**config.mk**
```make
export PLATFORM = sky130hd
export DESIGN_NAME = rc_osc_tune_failsafe_reset
export DESIGN_NICKNAME = d
export VERILOG_FILES = /design/src/rtl/osc_tune_pkg.sv /design/src/rtl/reset_filter_if.sv /design/src/rtl/reset_pin_filter.sv /design/src/rtl/rc_osc_tune_failsafe_reset.sv
export VERILOG_INCLUDE_DIRS = /design/src /design/src/rtl
export SDC_FILE = /design/constraint.sdc
export NUM_CORES = 1
export LEC_CHECK = 0
export BUFFER_PORTS_ARGS = -buffer_cell sky130_fd_sc_hd__buf_2
export CORE_MARGIN = 3
export CORE_UTILIZATION = 45
export DETAILED_ROUTE_END_ITERATION = 10
export PLACE_DENSITY = 0.68
export SLEW_MARGIN = 40
export SYNTH_ARGS = -nofsm -noshare
export SYNTH_HDL_FRONTEND = slang
export SYNTH_HIERARCHICAL = 1
export SYNTH_SLANG_ARGS = --single-unit
```
**constraint.sdc**
```tcl
create_clock -name ref_clk -period 5.8 [get_ports ref_clk]
set_input_delay 0.87 -clock ref_clk [delete_from_list [all_inputs] [get_ports ref_clk]]
set_output_delay 0.87 -clock ref_clk [all_outputs]
set_load 0.01 [all_outputs]
```
**src/rtl/osc_tune_cfg.svh**
```systemverilog
// offsets, field positions, reset values and timing counts of the oscillator block
`ifndef OSC_TUNE_CFG_SVH
`define OSC_TUNE_CFG_SVH

`define CLK_PERIOD_NS   10
`define BIAS_SETTLE_NS  10000
`define BIAS_SETTLE_CYC (`BIAS_SETTLE_NS / `CLK_PERIOD_NS)
`define PU_DELAY_4_MS   4
`define PU_DELAY_16_MS  16
`define PU_DELAY_64_MS  64
`define NS_PER_MS       1000000
`define PU_DELAY_CYC(ms) ((ms) * `NS_PER_MS / `CLK_PERIOD_NS)
`define PIN_FILTER_NS   200
`define PIN_FILTER_CYC  (`PIN_FILTER_NS / `CLK_PERIOD_NS)

`define OSC_FAST_RC     3'h0
`define PM_EXT_CLOCK    2'h0
`define PM_CRYSTAL      2'h2
`define SWM_ALL_ON      2'h0
`define LFSR_SEED       15'h0001
`define CLOCK_FAIL_VEC  24'h000004

`define CAUSE_POR       0
`define CAUSE_EXT       1
`define CAUSE_SLEEP     2
`define CAUSE_WDOG      3
`define CAUSE_SOFT      4
`define CAUSE_TRAP      5
`define CAUSE_ILLEGAL   6
`define CAUSE_POR_ONLY  7'h01

`endif

```
**src/rtl/osc_tune_pkg.sv**
```systemverilog
// types shared by the oscillator control module and the reset pin filter
package osc_tune_pkg;

  typedef enum logic [2:0] {
    RS_RUN, RS_BIAS, RS_DELAY, RS_HOLD, RS_WAIT_PHASE
  } rst_state_e;

  typedef struct packed {
    logic [5:0]  roll;
    logic [14:0] lfsr;
    logic [3:0]  trim;
    logic        rangeHigh;
    logic        fastPower;
    logic [2:0]  currentOsc;
    logic        clockFail;
    logic        switchReq;
    logic        targetPrimary;
    logic        failForced;
    logic        primaryOff;
    logic        trap;
    logic [23:0] trapVector;
    rst_state_e  rstState;
    logic [22:0] cnt;
    logic        system_reset;
    logic [6:0]  cause;
    logic        pinOut;
    logic        pinOe;
  } ctrl_s;

  typedef struct packed {
    logic       level;
    logic [7:0] cnt;
  } filt_s;

endpackage

```
**src/rtl/reset_filter_if.sv**
```systemverilog
// carrier between the controller and the reset pin noise filter
`timescale 1ns/1ps
`default_nettype none
interface reset_filter_if;
  logic rawPinN;
  logic pinActive;
  modport filt (input rawPinN, output pinActive);
  modport ctrl (output rawPinN, input pinActive);
endinterface
`default_nettype wire

```
**src/rtl/reset_pin_filter.sv**
```systemverilog
// noise filter on the external reset pin: rejects pulses shorter than the window
`timescale 1ns/1ps
`default_nettype none
`include "osc_tune_cfg.svh"
module reset_pin_filter (
  input  wire logic           ref_clk,
  input  wire logic           reset,
  reset_filter_if.filt        pin
);

  osc_tune_pkg::filt_s st;
  osc_tune_pkg::filt_s next_st;

  // level follows the pin only after it stayed changed for the whole window
  always_comb begin
    next_st = st;
    if ((!pin.rawPinN) == st.level) begin
      next_st.cnt = 8'h00;
    end else if (st.cnt == 8'(`PIN_FILTER_CYC - 1)) begin
      next_st.level = !pin.rawPinN;
      next_st.cnt   = 8'h00;
    end else begin
      next_st.cnt = st.cnt + 8'h01;
    end
  end

  always_ff @(posedge ref_clk) begin
    if (reset) begin
      st <= '0;
    end else begin
      st <= next_st;
    end
  end

  assign pin.pinActive = st.level;

endmodule
`default_nettype wire

```
**src/rtl/rc_osc_tune_failsafe_reset.sv**
```systemverilog
// fast internal oscillator trim, dither, fail-safe switch and reset sequencing
`timescale 1ns/1ps
`default_nettype none
`include "osc_tune_cfg.svh"
module rc_osc_tune_failsafe_reset #(
  parameter logic [22:0] PU_DELAY_4MS_CYC  = 23'(`PU_DELAY_CYC(`PU_DELAY_4_MS)),
  parameter logic [22:0] PU_DELAY_16MS_CYC = 23'(`PU_DELAY_CYC(`PU_DELAY_16_MS)),
  parameter logic [22:0] PU_DELAY_64MS_CYC = 23'(`PU_DELAY_CYC(`PU_DELAY_64_MS))
) (
  input  wire logic        ref_clk,
  input  wire logic        reset,
  input  wire logic        porPulse,
  input  wire logic [1:0]  oscGroupConfig,
  input  wire logic [1:0]  primaryModeConfig,
  input  wire logic [1:0]  switchMonitorConfig,
  input  wire logic [1:0]  powerUpDelaySel,
  input  wire logic        rangeSelect,
  input  wire logic [3:0]  trimField,
  input  wire logic [27:0] sequenceTrimSlots,
  input  wire logic        sequenceTrimEnable,
  input  wire logic        randomDitherEnable,
  input  wire logic        pwmRollover,
  input  wire logic        primaryClockOk,
  input  wire logic        switchRequestSet,
  input  wire logic        switchToPrimary,
  input  wire logic        clockFailClear,
  input  wire logic        extResetPinN,
  input  wire logic        inSleep,
  input  wire logic        watchdogTimeout,
  input  wire logic        resetInstr,
  input  wire logic        trapLockup,
  input  wire logic        illegalOp,
  input  wire logic [6:0]  causeClear,
  input  wire logic        firstPhaseClock,
  output logic             fastOscPower,
  output logic             oscRangeHigh,
  output logic [3:0]       appliedTrim,
  output logic [5:0]       rollCount,
  output logic [2:0]       currentOsc,
  output logic             clockFailFlag,
  output logic             switchRequestBit,
  output logic             clockFailTrap,
  output logic [23:0]      trapVector,
  output logic             primaryOscOff,
  output logic             systemReset,
  output logic [6:0]       resetCause,
  output logic             extResetPinOut,
  output logic             extResetPinOe
);

  osc_tune_pkg::ctrl_s st;
  osc_tune_pkg::ctrl_s next_st;
  reset_filter_if      pinIf ();

  logic switchEnable;
  logic monitorEnable;
  logic failDetect;
  logic [6:0] causeSet;

  ////////////////////////////////////////////////////////////////////////////
  // helpers

  // slot 0 is the plain trim field, slots 1..7 the sequence registers
  function automatic logic [3:0] trim_mux(input logic [3:0]  base,
                                          input logic [27:0] slots,
                                          input logic [2:0]  sel);
    logic [3:0] r;
    r = base;
    if (sel != 3'h0) begin
      r = slots[4*(sel - 3'h1) +: 4];
    end
    return r;
  endfunction

  // configured power-up delay in cycles; 0 means no delay
  function automatic logic [22:0] pu_delay_cycles(input logic [1:0] sel);
    logic [22:0] r;
    unique case (sel)
      2'h0: r = 23'h000000;
      2'h1: r = PU_DELAY_4MS_CYC;
      2'h2: r = PU_DELAY_16MS_CYC;
      2'h3: r = PU_DELAY_64MS_CYC;
    endcase
    return r;
  endfunction

  ////////////////////////////////////////////////////////////////////////////
  // reset pin filter

  assign pinIf.rawPinN = extResetPinN;

  reset_pin_filter u_filter (
    .ref_clk (ref_clk),
    .reset   (reset),
    .pin     (pinIf.filt)
  );

  ////////////////////////////////////////////////////////////////////////////
  // configuration decode

  assign switchEnable  = !switchMonitorConfig[1];
  assign monitorEnable = (switchMonitorConfig == `SWM_ALL_ON);
  // a missing clock after the delay is caught the same way as a later loss
  assign failDetect = monitorEnable && st.currentOsc[1] && !primaryClockOk
                      && (st.rstState == osc_tune_pkg::RS_RUN);

  // causes other than power-up; pin in sleep also marks sleep
  always_comb begin
    causeSet = 7'h00;
    causeSet[`CAUSE_EXT]     = pinIf.pinActive;
    causeSet[`CAUSE_SLEEP]   = pinIf.pinActive && inSleep;
    causeSet[`CAUSE_WDOG]    = watchdogTimeout;
    causeSet[`CAUSE_SOFT]    = resetInstr;
    causeSet[`CAUSE_TRAP]    = trapLockup;
    causeSet[`CAUSE_ILLEGAL] = illegalOp;
  end

  ////////////////////////////////////////////////////////////////////////////
  // next state

  always_comb begin
    next_st = st;
    next_st.trap   = 1'b0;
    next_st.pinOut = 1'b0;
    next_st.pinOe  = 1'b0;

    // period wrap counter
    if (pwmRollover) begin
      next_st.roll = st.roll + 6'h01;
    end
    // dither register steps once per eight PWM cycles
    if (next_st.roll[3] != st.roll[3]) begin
      next_st.lfsr = {st.lfsr[13:0], st.lfsr[14] ^ st.lfsr[13]};
    end

    // applied trim source
    if (randomDitherEnable) begin
      next_st.trim = st.lfsr[3:0];
    end else if (sequenceTrimEnable) begin
      next_st.trim = trim_mux(trimField, sequenceTrimSlots, st.roll[5:3]);
    end else begin
      next_st.trim = trimField;
    end
    next_st.rangeHigh = rangeSelect;

    // clock selection and fail-safe monitor
    if (!switchEnable) begin
      next_st.currentOsc = {1'b0, oscGroupConfig};
      next_st.switchReq  = 1'b0;
      next_st.failForced = 1'b0;
    end else if (failDetect) begin
      next_st.trap       = 1'b1;
      next_st.currentOsc = `OSC_FAST_RC;
      next_st.clockFail  = 1'b1;
      next_st.switchReq  = 1'b0;
      next_st.failForced = 1'b1;
      next_st.primaryOff = 1'b1;
    end else begin
      if (st.switchReq) begin
        // fuses fix the option inside the primary group; the internal group always gets the fast RC
        next_st.currentOsc = st.targetPrimary ?
                             {1'b0, 1'b1, oscGroupConfig[0]} : `OSC_FAST_RC;
        next_st.switchReq  = 1'b0;
        if (st.targetPrimary) begin
          next_st.primaryOff = 1'b0;
          next_st.failForced = 1'b0;
        end
      end
      if (switchRequestSet) begin
        next_st.switchReq     = 1'b1;
        next_st.targetPrimary = switchToPrimary;
      end
      if (clockFailClear) begin
        next_st.clockFail = 1'b0;
      end
    end

    // oscillator power: off only for external clock or crystal
    next_st.fastPower = !((primaryModeConfig == `PM_EXT_CLOCK) ||
                          (primaryModeConfig == `PM_CRYSTAL))
                        || next_st.failForced
                        || !next_st.currentOsc[1];

    // cause bits: hardware set wins over a clear in the same cycle
    next_st.cause = (st.cause & ~causeClear) | causeSet;

    // reset sequencer
    unique case (st.rstState)
      osc_tune_pkg::RS_BIAS: begin
        if (st.cnt == 23'(`BIAS_SETTLE_CYC - 1)) begin
          next_st.cnt      = 23'h000000;
          next_st.rstState = osc_tune_pkg::RS_DELAY;
        end else begin
          next_st.cnt = st.cnt + 23'h000001;
        end
      end
      osc_tune_pkg::RS_DELAY: begin
        if (st.cnt >= pu_delay_cycles(powerUpDelaySel)) begin
          next_st.rstState = osc_tune_pkg::RS_WAIT_PHASE;
        end else begin
          next_st.cnt = st.cnt + 23'h000001;
        end
      end
      osc_tune_pkg::RS_HOLD: begin
        if (!pinIf.pinActive) begin
          next_st.rstState = osc_tune_pkg::RS_WAIT_PHASE;
        end
      end
      osc_tune_pkg::RS_WAIT_PHASE: begin
        if (firstPhaseClock) begin
          next_st.system_reset   = 1'b0;
          next_st.rstState = osc_tune_pkg::RS_RUN;
        end
      end
      osc_tune_pkg::RS_RUN: begin
        next_st.system_reset = 1'b0;
      end
      default: begin
        next_st.rstState = osc_tune_pkg::RS_RUN;
      end
    endcase

    // any reset cause holds the core; the pin keeps holding while low
    if (causeSet != 7'h00) begin
      next_st.system_reset   = 1'b1;
      next_st.cnt      = 23'h000000;
      next_st.rstState = pinIf.pinActive ? osc_tune_pkg::RS_HOLD
                                         : osc_tune_pkg::RS_WAIT_PHASE;
    end

    // power-up restarts the reset sequence and fail-safe state (roll count and dither register keep their values) and takes the fuse clock
    if (porPulse) begin
      next_st.cause      = `CAUSE_POR_ONLY;
      next_st.system_reset     = 1'b1;
      next_st.cnt        = 23'h000000;
      next_st.rstState   = osc_tune_pkg::RS_BIAS;
      next_st.currentOsc = {1'b0, oscGroupConfig};
      next_st.clockFail  = 1'b0;
      next_st.switchReq  = 1'b0;
      next_st.failForced = 1'b0;
      next_st.primaryOff = 1'b0;
      next_st.trap       = 1'b0;
    end
  end

  ////////////////////////////////////////////////////////////////////////////
  // state register

  always_ff @(posedge ref_clk) begin
    if (reset) begin
      st            <= '0;
      st.lfsr       <= `LFSR_SEED;
      st.fastPower  <= 1'b1;
      st.currentOsc <= `OSC_FAST_RC;
      st.trapVector <= `CLOCK_FAIL_VEC;
      st.rstState   <= osc_tune_pkg::RS_BIAS;
      st.system_reset     <= 1'b1;
      st.cause      <= `CAUSE_POR_ONLY;
    end else begin
      st <= next_st;
    end
  end

  // every output is a field of the state register
  assign fastOscPower     = st.fastPower;
  assign oscRangeHigh     = st.rangeHigh;
  assign appliedTrim      = st.trim;
  assign rollCount        = st.roll;
  assign currentOsc       = st.currentOsc;
  assign clockFailFlag    = st.clockFail;
  assign switchRequestBit = st.switchReq;
  assign clockFailTrap    = st.trap;
  assign trapVector       = st.trapVector;
  assign primaryOscOff    = st.primaryOff;
  assign systemReset      = st.system_reset;
  assign resetCause       = st.cause;
  assign extResetPinOut   = st.pinOut;
  assign extResetPinOe    = st.pinOe;
endmodule
`default_nettype wire

```
# Word level (Yosys, flattened, before mapping)
# Cells that the tools add are included.
# W data, S select, Z words.
[totals]
regBits = 78
inputBits = 65
elab_cells = 119
[op_classes]
addsub = 4
order_cmp = 1
n_eq_ne = 19
n_shift = 1
mux = 32
bitwise_logic = 7
n_reduce_logical = 35
[ops]
columns = ["operator", "count"]
rows = [
  ["$pmux W23 S4", 1],
  ["$mux W23", 3],
  ["$pmux W23 S2", 1],
  ["$shiftx A28 B33 Y4", 1],
  ["$mux W27", 1],
  ["$mux W4", 6],
  ["$add A23 B1 Y23 const B", 1],
  ["$eq A23 B10 Y1 const B", 1],
  ["$ge A23 B23 Y1", 1],
  ["$mux W3", 5],
  ["$pmux W3 S5", 1],
  ["$mux W2", 7],
  ["$ne A3 B3 Y1 const B", 4],
  ["$reduce_bool A2 Y1", 5],
  ["$reduce_or A3 Y1", 3],
  ["$add A8 B1 Y8 const B", 1],
  ["$eq A8 B5 Y1 const B", 1],
  ["$reduce_and A2 Y1", 4],
  ["$and A7 B7 Y7", 1],
  ["$not A7 Y7", 1],
  ["$or A7 B7 Y7", 1],
  ["$reduce_bool A7 Y1", 1],
  ["$add A6 B1 Y6 const B", 1],
  ["$eq A2 B2 Y1 const B", 3],
  ["24 further kinds", 44],
]

# Logic depth before layout (Yosys ltp)
# Gate-level depths: netlist of the first run.
[logic_depth]
depth_word = 8
depth_mapped = 12
ltp_nobuf = 10

# Hierarchy
# Netlist of the first run, hierarchy kept.
[by_module_without_submodules]
columns = ["mod", "n_inst", "cells_each", "area_each_um2", "seq_area_each_um2"]
rows = [
  ["rc_osc_tune_failsafe_reset", 1, 485, 4047.6, 1381.3],
  ["reset_pin_filter", 1, 44, 391.6, 180.2],
]

# Worst setup path after synthesis of the first run
# No wires, ideal clock.
[synth_path]
path_kind = "in2reg"
startpoint = "input powerUpDelaySel[1]"
endpoint = "register st[30] (netlist bit)"
setup_ps = 70
arrival_time_ps = 2956
slack_ps = 2774
stages = 10
n_path_buf = 0
cell_sequence = "inv_1 -> ha_1 -> inv_1 -> ha_1 -> and2_1 -> a221o_1 -> a21oi_2 -> o22ai_2 -> or4_1 -> a21oi_1"
[synth_between]
elab_chain_len = 6
[synth_rtl]
columns = ["item", "line", "rtl"]
rows = [
  ["start, declared", "rc_osc_tune_failsafe_reset.sv:16", "input wire logic [1:0] powerUpDelaySel,"],
  ["$eq A2 B2 Y1 (tied with other cells)", "rc_osc_tune_failsafe_reset.sv:78", "unique case (sel)"],
  ["$pmux W23 S4 *", "rc_osc_tune_failsafe_reset.sv:78", ""],
  ["$mux W23 *", "rc_osc_tune_failsafe_reset.sv:188", "unique case (st.rstState)"],
  ["$ge A23 B23 Y1 *", "rc_osc_tune_failsafe_reset.sv:198", "if (st.cnt >= pu_delay_cycles(powerUpDelaySel)) begin"],
  ["$ne A2 B2 Y1 (no source line) *", "-", ""],
  ["$reduce_and A2 Y1 (no source line) *", "-", ""],
  ["end signal, assigned", "rc_osc_tune_failsafe_reset.sv:260", "st <= next_st;"],
  ["end, declared", "rc_osc_tune_failsafe_reset.sv:51", "osc_tune_pkg::ctrl_s st;"],
]
# Every way passes the cells marked *; elsewhere a longest branch is shown, timed or not. The select of a mux whose other input is x is not followed.
# A chain may end at the register's enable or synchronous reset.

# Worst setup path in the final report of the first run
[layout_path]
startpoint = "input powerUpDelaySel[1]"
endpoint = "register st[20] (netlist bit)"
# The elaborated chain is that of the path after synthesis.

==> out/results.txt, run 1 <==
WP data required: 6.01 ns
cell area after synthesis: 4440 µm²
Yosys cell types: 62
Area Growth Syn to Fin: 11.3%
Die H: 105 µm
Ant. Diodes: 0
DR pass1 iterations: 4
CP endpoint kind: flip-flop
# DRC: 0
Combinational Power Share: 8.8%
worst path bufs/invs: 3
PortBufs: 89
NumNets Final: 679
RSZ-0062 raised after global routing: false
run status: complete, no violations
Clk pwr share: 40.9%
via count: 3781
Num CTS Buffers: 9
CTS Hold Buffers Added: 0
Switching Fraction: 24.1%
pin count of the biggest net entering global routing: 37
post-synthesis sequential area ratio: 35.2%
routed vias/inst: 5.23
CP startpoint kind: primary input
EDFF count, synth: 0
Worst-path clk slew: 0.09 ns
Core ar.: 9420 µm²
Die X: 105 µm
Flop pwr share: 50.3%
Root Buffer Master: clkbuf_8
final wirelength: 9500 µm
mean area per synthesized cell: 8.39 µm²
clk buf depth: 2
clock skew: 0.0150 ns
type of the worst setup path: in2reg
CTS tree: done
Worst Tran Pin Value: 0.723 ns
Critical Path Max Stage Delay: 0.58 ns
DR iter-0 viols: 84
Arr. time, crit path: 3.47 ns
fin. max-slew vios: 0
layout cells sized above 1: 21.2%
dpl cell area: 4720 µm²
fin area: 4940 µm²
Crit Path Max Fanout: 28
post_cts resized: 0
H-tree levels: 3
slew margin rel.: 51.8%
clock sink total: 78
post-synth top area share: 35.2%
cells along the critical path: buf_2 -> inv_1 -> ha_1 -> inv_1 -> ha_1 -> and2_1 -> a221o_1 -> a21oi_2 -> o22ai_4 -> o21ai_4 -> nor3_1
Pleak: 2.02 nW
Sum Neg Setup Slack: 0 ns
I/O pin count: 118
global-route wire length before repair: 15800 µm
Hold Fails Final Rpt: 0
Top delay family on crit path: compound AO/OA/AOI/OAI gates
Post-synth ARST share: 0%
CP max-delay cell: o21ai_4
number of global-route vias before repair: 3605
Final GP Congestion: 0.808
Routed Antenna Nets: 0
peak supply drop: 0.140 mV
GRT overflow: 0
row count: 35
Top FF cell, synth: dfxtp_1
Power Internal: 830 µW
all-layer global routing usage: 16.9%
Tcrit/Tclk final: 56.2%
maxcap violations: 0
Yosys warning count: 6
FF+latch count, synth: 78
Detail Placement HPWL: 7290 µm
initial antenna violation count: 0
clock latency on the worst-skew pair: 0.35 ns
Worst Hold Class: reg2reg
# setup viols final: 0
wire per inst: 13.1 µm
die area: 11100 µm²
postcts setup bufs: 0
cells taking the most area after synthesis: dfxtp_1 35%, buf_4 8.1%, ha_1 7.0%
Final min period: 3.26 ns
maximum clock frequency: 307 MHz
cell accounting for the most synthesized area: dfxtp_1
initial cell density of the core: 47.1%
P per Cell Area: 221 nW/µm²
Post-Syn Instances: 529
NetSw: 263 µW
==> kinds of logic (layout without fill, tap and decap cells) <==
group / Yosys count / count (layout) / synth area share [%]
fa+ha+maj: 25 / 25 / 7.05
compound gates: 122 / 122 / 17.1
other cells: 2 / 27 / 0.169
mux: 9 / 9 / 3.18
simple gates: 188 / 188 / 22.5
buf+inv: 92 / 132 / 12.1
flops: 78 / 78 / 35.2
xor+xnor: 13 / 13 / 2.73
==> worst min-delay path, cell delays in order (launching register included) <==
cell	delay (ns)
dfxtp_1	0.31
nand2_1	0.05
a21oi_1	0.05
==> per-layer routing <==
metal | wire (µm) | track usage, %
met1 | 4060 | 19.8
met2 | 4950 | 30.2
met3 | 359 | 4.41
met4 | 129 | 4.69
met5 | 0 | 0
==> flip-flops by register name (all words and copies together) (netlist names) <==
register                count
switchRequestBit            1
fastOscPower                1
resetCause                  7
u_filter/pin.pinActive      1
rollCount                   6
clockFailTrap               1
appliedTrim                 4
oscRangeHigh                1
primaryOscOff               1
systemReset                 1
st                         43
u_filter/st                 8
clockFailFlag               1
currentOsc                  2
==> power groups by stage <==
stage	Sequential, mW	Clock [mW]	Combinational (mW)
6_report	0.549	0.447	0.0967
5_1_grt	0.551	0.480	0.109
4_1_cts	0.549	0.462	0.0972
3_5_place_dp	0.562	0	0.0968
3_3_place_gp	0.562	0	0.0927
2_1_floorplan	0.561	0	0.0801
==> layout make-up <==
cell class | instances | area [µm²]
clock buffer | 10 | 128
fill | 895 | 4480
timing repair buffer | 89 | 445
sequential | 78 | 1560
clock inverter | 6 | 92.6
tap | 129 | 161
multi-input combinational | 384 | 2450
inverter | 27 | 101
==> worst paths after layout <==
kind,from,endpoint,slack [ns],cells past startpoint
setup / recovery,powerUpDelaySel[1],st[20],2.54,11
hold / removal,st[87],st[88],0.45,2
setup reg to reg,rollCount[3],appliedTrim[0],3.00,7
hold reg to reg,st[87],st[88],0.45,2
==> synth_stat cells, drive strengths merged, types with 9 or more instances <==
cell type,count
buf,52
clkbuf,13
ha,25
dfxtp,78
nand2,59
nor2,30
inv,27
o21ai,29
or3,20
nand4,9
nand3,16
a21oi,57
==> through the flow <==
step | std cells | util, % | hold WS, ns | total power [mW] | setup WS [ns]
global placement | 707 | 50.0 | 0.436 | 0.654 | 1.90
detailed placement | 707 | 50.1 | 0.447 | 0.659 | 2.16
finish | 723 | 52.5 | 0.447 | 1.09 | 2.54
CTS | 723 | 52.5 | 0.453 | 1.11 | 2.52
floorplan | 554 | - | 0.432 | 0.641 | 2.77
global route | 723 | 52.5 | 0.476 | 1.14 | 2.31
==> layout by cell type, fill, tap and decap left out, types with 5 or more instances in the layout <==
cell type,instances
conb_1,27
nor4_1,6
nor2b_1,5
ha_1,25
nor3_1,7
dfxtp_1,78
clkbuf_8,9
a21o_1,5
inv_1,27
a21oi_1,56
and3_1,5
xor2_1,5
or3_1,19
nand2_1,59
nor2_1,30
or4_1,5
o21ai_1,6
o21ai_0,22
buf_2,89
o31ai_1,7
xnor2_1,7
nand3_1,16
nand4_1,9
Note: power is estimated with default switching activity, not from simulation.
==> run 2, diff against run 1 <==
==> constraint.sdc (replaced) <==
create_clock -name ref_clk -period 3.1 [get_ports ref_clk]
set_input_delay 0.465 -clock ref_clk [delete_from_list [all_inputs] [get_ports ref_clk]]
set_output_delay 0.465 -clock ref_clk [all_outputs]
set_load 0.01 [all_outputs]
==> run 2 against run 1 <==
Compared with the run above: first-iteration DRC count grew 70%; largest power group unchanged; worst setup slack lost 2.2 ns; global-route usage grew 0.64 points; via count grew 0.61%; clock-buffer cell count is the same; core utilization grew 0.27 points; power grew 82%; non-clock buffer count grew 7; clock skew shrank 0.0032 ns; combinational power grew 89%.
==> out/results.txt, run 2 (synthesis gave the netlist of run 1 again) <==
P per Cell Area: 401 nW/µm²
post_cts resized: 0
layout cells sized above 1: 22.3%
maximum clock frequency: 359 MHz
run status: complete, no violations
row count: 35
fin. max-slew vios: 0
type of the worst setup path: in2reg
Crit Path Max Fanout: 14
Area Growth Syn to Fin: 11.8%
Num CTS Buffers: 9
commonest non-fill, non-tap cell in the layout: buf_2
Die H: 105 µm
Sum Neg Setup Slack: 0 ns
final core utilization: 52.7%
Power Internal: 1.50 mW
clock sink total: 78
Clk pwr share: 39.2%
clk buf depth: 2
NumNets Final: 686
final wirelength: 9530 µm
die area: 11100 µm²
Biggest register: st
Die X: 105 µm
Root Buffer Master: clkbuf_8
Worst Tran Pin Value: 0.668 ns
clock skew: 0.0118 ns
Pleak: 2.05 nW
Flop pwr share: 51.6%
Worst-path clk slew: 0.09 ns
final std cells w/o fill: 730
max reg flops: 43
initial cell density of the core: 47.1%
Hold Slack: 0.294 ns
Arr. time, crit path: 3.05 ns
Detail Placement HPWL: 7290 µm
Switching Fraction: 24.9%
Tot Pwr: 1.99 mW
CTS tree: done
# fillers: 903
Final GP Congestion: 0.829
Final min period: 2.79 ns
# setup viols final: 0
PortBufs: 89
routed vias/inst: 5.21
slew margin rel.: 55.3%
via count: 3804
number of global-route vias before repair: 3720
Ant. Diodes: 0
Worst Hold Class: in2reg
CP endpoint kind: flip-flop
DR pass1 iterations: 4
DR iter-0 viols: 143
peak supply drop: 0.270 mV
initial antenna violation count: 0
postcts setup bufs: 0
all-layer global routing usage: 17.5%
I/O pin count: 118
H-tree levels: 3
NetSw: 497 µW
commonest cells after routing, fill and taps aside: 89 x buf_2, 78 x dfxtp_1, 59 x nand2_1, 56 x a21oi_1, 30 x nor2_1
# DRC: 0
WP data required: 3.37 ns
wire per inst: 13.1 µm
Hold Fails Final Rpt: 0
clock latency on the worst-skew pair: 0.35 ns
CTS Hold Buffers Added: 0
Core ar.: 9420 µm²
Tcrit/Tclk final: 89.9%
Routed Antenna Nets: 0
RSZ-0062 raised after global routing: false
placed insts: 714
global-route wire length before repair: 16400 µm
pin count of the biggest net entering global routing: 37
Combinational Power Share: 9.2%
maxcap violations: 0
GRT overflow: 0
CP startpoint kind: primary input
[run 2: cell types whose count changed in the layout (fill, tap and decap cells not counted), sizes merged]
cell	previous run	this run
clkinv	0	2
inv	29	28
buf	89	96
bufinv	2	1
[run 2: worst paths after layout]
| check | from | end | slack, ns | cells after the start |
|---|---|---|---|---|
| min reg2reg | st[80] | st[81] | 0.45 | 2 |
| max reg2reg | st[32] | st[14] | 0.45 | 8 |
| min | primaryModeConfig[0] | fastOscPower | 0.29 | 2 |
| max | powerUpDelaySel[0] | st[14] | 0.31 | 12 |
[run 2: routing by layer]
metal,GRT usage [%],vias to the layer above,routed length (µm)
met5,0,-,0
met4,5.25,0,133
met3,4.10,12,386
met2,31.0,77,4920
met1,21.0,1785,4090
li1,-,1930,-
[run 2: power by group through the flow]
stage	Sequential, mW	Combinational [mW]	Clock, mW
floorplan	1.05	0.150	0
global placement	1.05	0.177	0
detailed placement	1.05	0.183	0
CTS	1.03	0.184	0.813
global route	1.03	0.207	0.846
finish	1.03	0.183	0.782
[run 2: critical path: stages]
cell,delay (ns)
buf_2,0.12
inv_1,0.07
ha_1,0.14
inv_1,0.08
ha_1,0.30
and4_1,0.25
nand4_1,0.13
or2b_2,0.36
o22ai_2,0.49
o21ai_2,0.28
buf_4,0.24
a21oi_1,0.13
[run 2: layout make-up]
type	count	area, µm²	share of cell area [%]
multi-input cells	384	2430	49.0
flip-flops and latches	78	1560	31.5
repair buffers	96	498	10.0
well taps	129	161	3.25
clock buffers	10	138	2.77
inverters	27	101	2.04
clock inverters	6	70.1	1.41
[run 2: per-stage QoR]
step / area, µm² / worst slack, ns
3_5_place_dp: 4760 / -0.0101
3_3_place_gp: 4760 / 0.105
5_1_grt: 4960 / 0.0517
2_1_floorplan: 4530 / 0.479
4_1_cts: 4960 / 0.339
6_report: 4960 / 0.315
==> run 3, diff against run 2 <==
--- a/config.mk
+++ b/config.mk
@@ -6,11 +6,11 @@
 export SDC_FILE = /design/constraint.sdc
 export NUM_CORES = 1
 export LEC_CHECK = 0
-export BUFFER_PORTS_ARGS = -buffer_cell sky130_fd_sc_hd__buf_2
 export CORE_MARGIN = 3
 export CORE_UTILIZATION = 45
 export DETAILED_ROUTE_END_ITERATION = 10
-export PLACE_DENSITY = 0.68
+export DONT_BUFFER_PORTS = 1
+export PLACE_DENSITY = 0.58
 export SLEW_MARGIN = 40
 export SYNTH_ARGS = -nofsm -noshare
 export SYNTH_HDL_FRONTEND = slang
==> constraint.sdc (replaced) <==
create_clock -name ref_clk -period 3.1 [get_ports ref_clk]
set_input_delay 0.465 -clock ref_clk [delete_from_list [all_inputs] [get_ports ref_clk]]
set_output_delay 0.465 -clock ref_clk [all_outputs]
set_load 0.05 [all_outputs]
==> run 3 against run 2 <==
Compared with the run above: routed wire length decreased by 3.7%; worst setup slack improved by 0.18 ns; final cell count decreased by 12%; non-clock buffer count is 87 lower; global-route usage shrank 0.77 points; clock-buffer cell count decreased by 1; combinational power fell by 8%; hold slack worse by 0.11 ns; register-to-register slack improved by 0.06 ns; die area is the same; critical path depth decreased by 1; clock skew up 0.00052 ns; critical path type unchanged.
==> out/results.txt, run 3 (synthesis gave the netlist of run 1 again) <==
run status: complete, no violations
I/O pin count: 118
Flop pwr share: 51.0%
Final GP Congestion: 0.798
commonest cells after routing, fill and taps aside: 78 x dfxtp_1, 59 x nand2_1, 56 x a21oi_1, 30 x nor2_1
CP endpoint kind: flip-flop
Final min period: 2.61 ns
Detail Placement HPWL: 6960 µm
initial cell density of the core: 47.1%
Hold Fails Final Rpt: 0
row count: 35
via count: 3477
DR pass1 iterations: 4
Crit Path Max Fanout: 4
PortBufs: 0
Die X: 105 µm
final worst slack: 0.490 ns
met2 usage in global routing: 28.1%
GRT overflow: 0
WP data required: 3.37 ns
Routed Antenna Nets: 0
peak supply drop: 0.282 mV
die area: 11100 µm²
clk buf depth: 2
H-tree levels: 3
type of the worst setup path: in2reg
Pleak: 1.70 nW
wire per inst: 14.3 µm
slew margin rel.: 53.1%
CTS Hold Buffers Added: 0
# DRC: 0
DR iter-0 viols: 149
Die H: 105 µm
Worst Hold Class: in2reg
Arr. time, crit path: 2.88 ns
Num CTS Buffers: 9
routed vias/inst: 5.41
fin. max-slew vios: 0
Worst Tran Pin Value: 0.697 ns
Sum Neg Setup Slack: 0 ns
CP startpoint kind: primary input
Top Usage Layer GRT: met2
Power Internal: 1.53 mW
Core ar.: 9420 µm²
clock latency on the worst-skew pair: 0.35 ns
grt met1 use: 21.3%
Switching Fraction: 27.4%
layout cells sized above 1: 9.14%
Root Buffer Master: clkbuf_8
NumNets Final: 599
maximum clock frequency: 383 MHz
NetSw: 576 µW
# fillers: 931
clock skew: 0.0123 ns
post_cts resized: 0
all-layer global routing usage: 16.7%
max reg flops: 43
dpl cell area: 4330 µm²
Combinational Power Share: 8.0%
# setup viols final: 0
clock sink total: 78
maxcap violations: 0
final core utilization: 48.4%
met3 Use GR: 4.35%
Tcrit/Tclk final: 84.2%
Biggest register: st
CTS tree: done
Clk pwr share: 40.9%
Ant. Diodes: 0
postcts setup bufs: 0
pin count of the biggest net entering global routing: 37
P per Cell Area: 462 nW/µm²
Placement Setup Slack: 0.128 ns
Area Growth Syn to Fin: 2.56%
commonest non-fill, non-tap cell in the layout: dfxtp_1
Worst-path clk slew: 0.09 ns
global-route wire length before repair: 15500 µm
number of global-route vias before repair: 3305
final wirelength: 9180 µm
fin area: 4550 µm²
initial antenna violation count: 0
RSZ-0062 raised after global routing: false
## run 3: layout make-up
| type | count | area [µm²] | share of cell area, % |
|---|---|---|---|
| inverter | 27 | 101 | 2.23 |
| clock inverter | 7 | 103 | 2.25 |
| timing repair buffer | 9 | 67.6 | 1.48 |
| clock buffer | 9 | 124 | 2.72 |
| multi-input combinational | 384 | 2430 | 53.5 |
| tap | 129 | 161 | 3.54 |
| sequential | 78 | 1560 | 34.3 |
## run 3: power by group through the flow
stage / logic, mW / clock network [mW] / registers (mW)
2_1_floorplan: 0.240 / 0 / 1.05
5_1_grt: 0.185 / 0.938 / 1.08
3_5_place_dp: 0.169 / 0 / 1.10
4_1_cts: 0.169 / 0.895 / 1.07
6_report: 0.169 / 0.861 / 1.07
3_3_place_gp: 0.165 / 0 / 1.10
## run 3: per-layer routing
layer  part of all wire, %  up-vias
li1                      -     1765
met1                    45     1633
met2                    50       74
met3                   4.7        5
met4                  0.83        0
met5                     0        -
## run 3: worst max-delay path, stage by stage
cell and delay [ns]:
inv_1 0.08, ha_1 0.20, inv_1 0.10, ha_1 0.29
and2_1 0.18, a221o_1 0.31, a21oi_2 0.19, buf_4 0.16
o221ai_1 0.23, or4b_1 0.53, a21oi_1 0.15
## run 3: stage by stage
stage / instances / power, mW / hold WS [ns]
floorplan: 554 / 1.29 / 0.432
global placement: 627 / 1.26 / 0.431
detailed placement: 627 / 1.27 / 0.439
CTS: 643 / 2.14 / 0.155
global route: 643 / 2.20 / 0.155
finish: 643 / 2.10 / 0.184
## run 3: final timing paths
kind	slack (ns)	cells after the start	from	to
setup reg to reg	0.51	8	st[30]	st[20]
setup / recovery	0.49	11	powerUpDelaySel[1]	st[17]
hold reg to reg	0.45	2	st[87]	st[88]
hold / removal	0.18	1	porPulse	st[62]
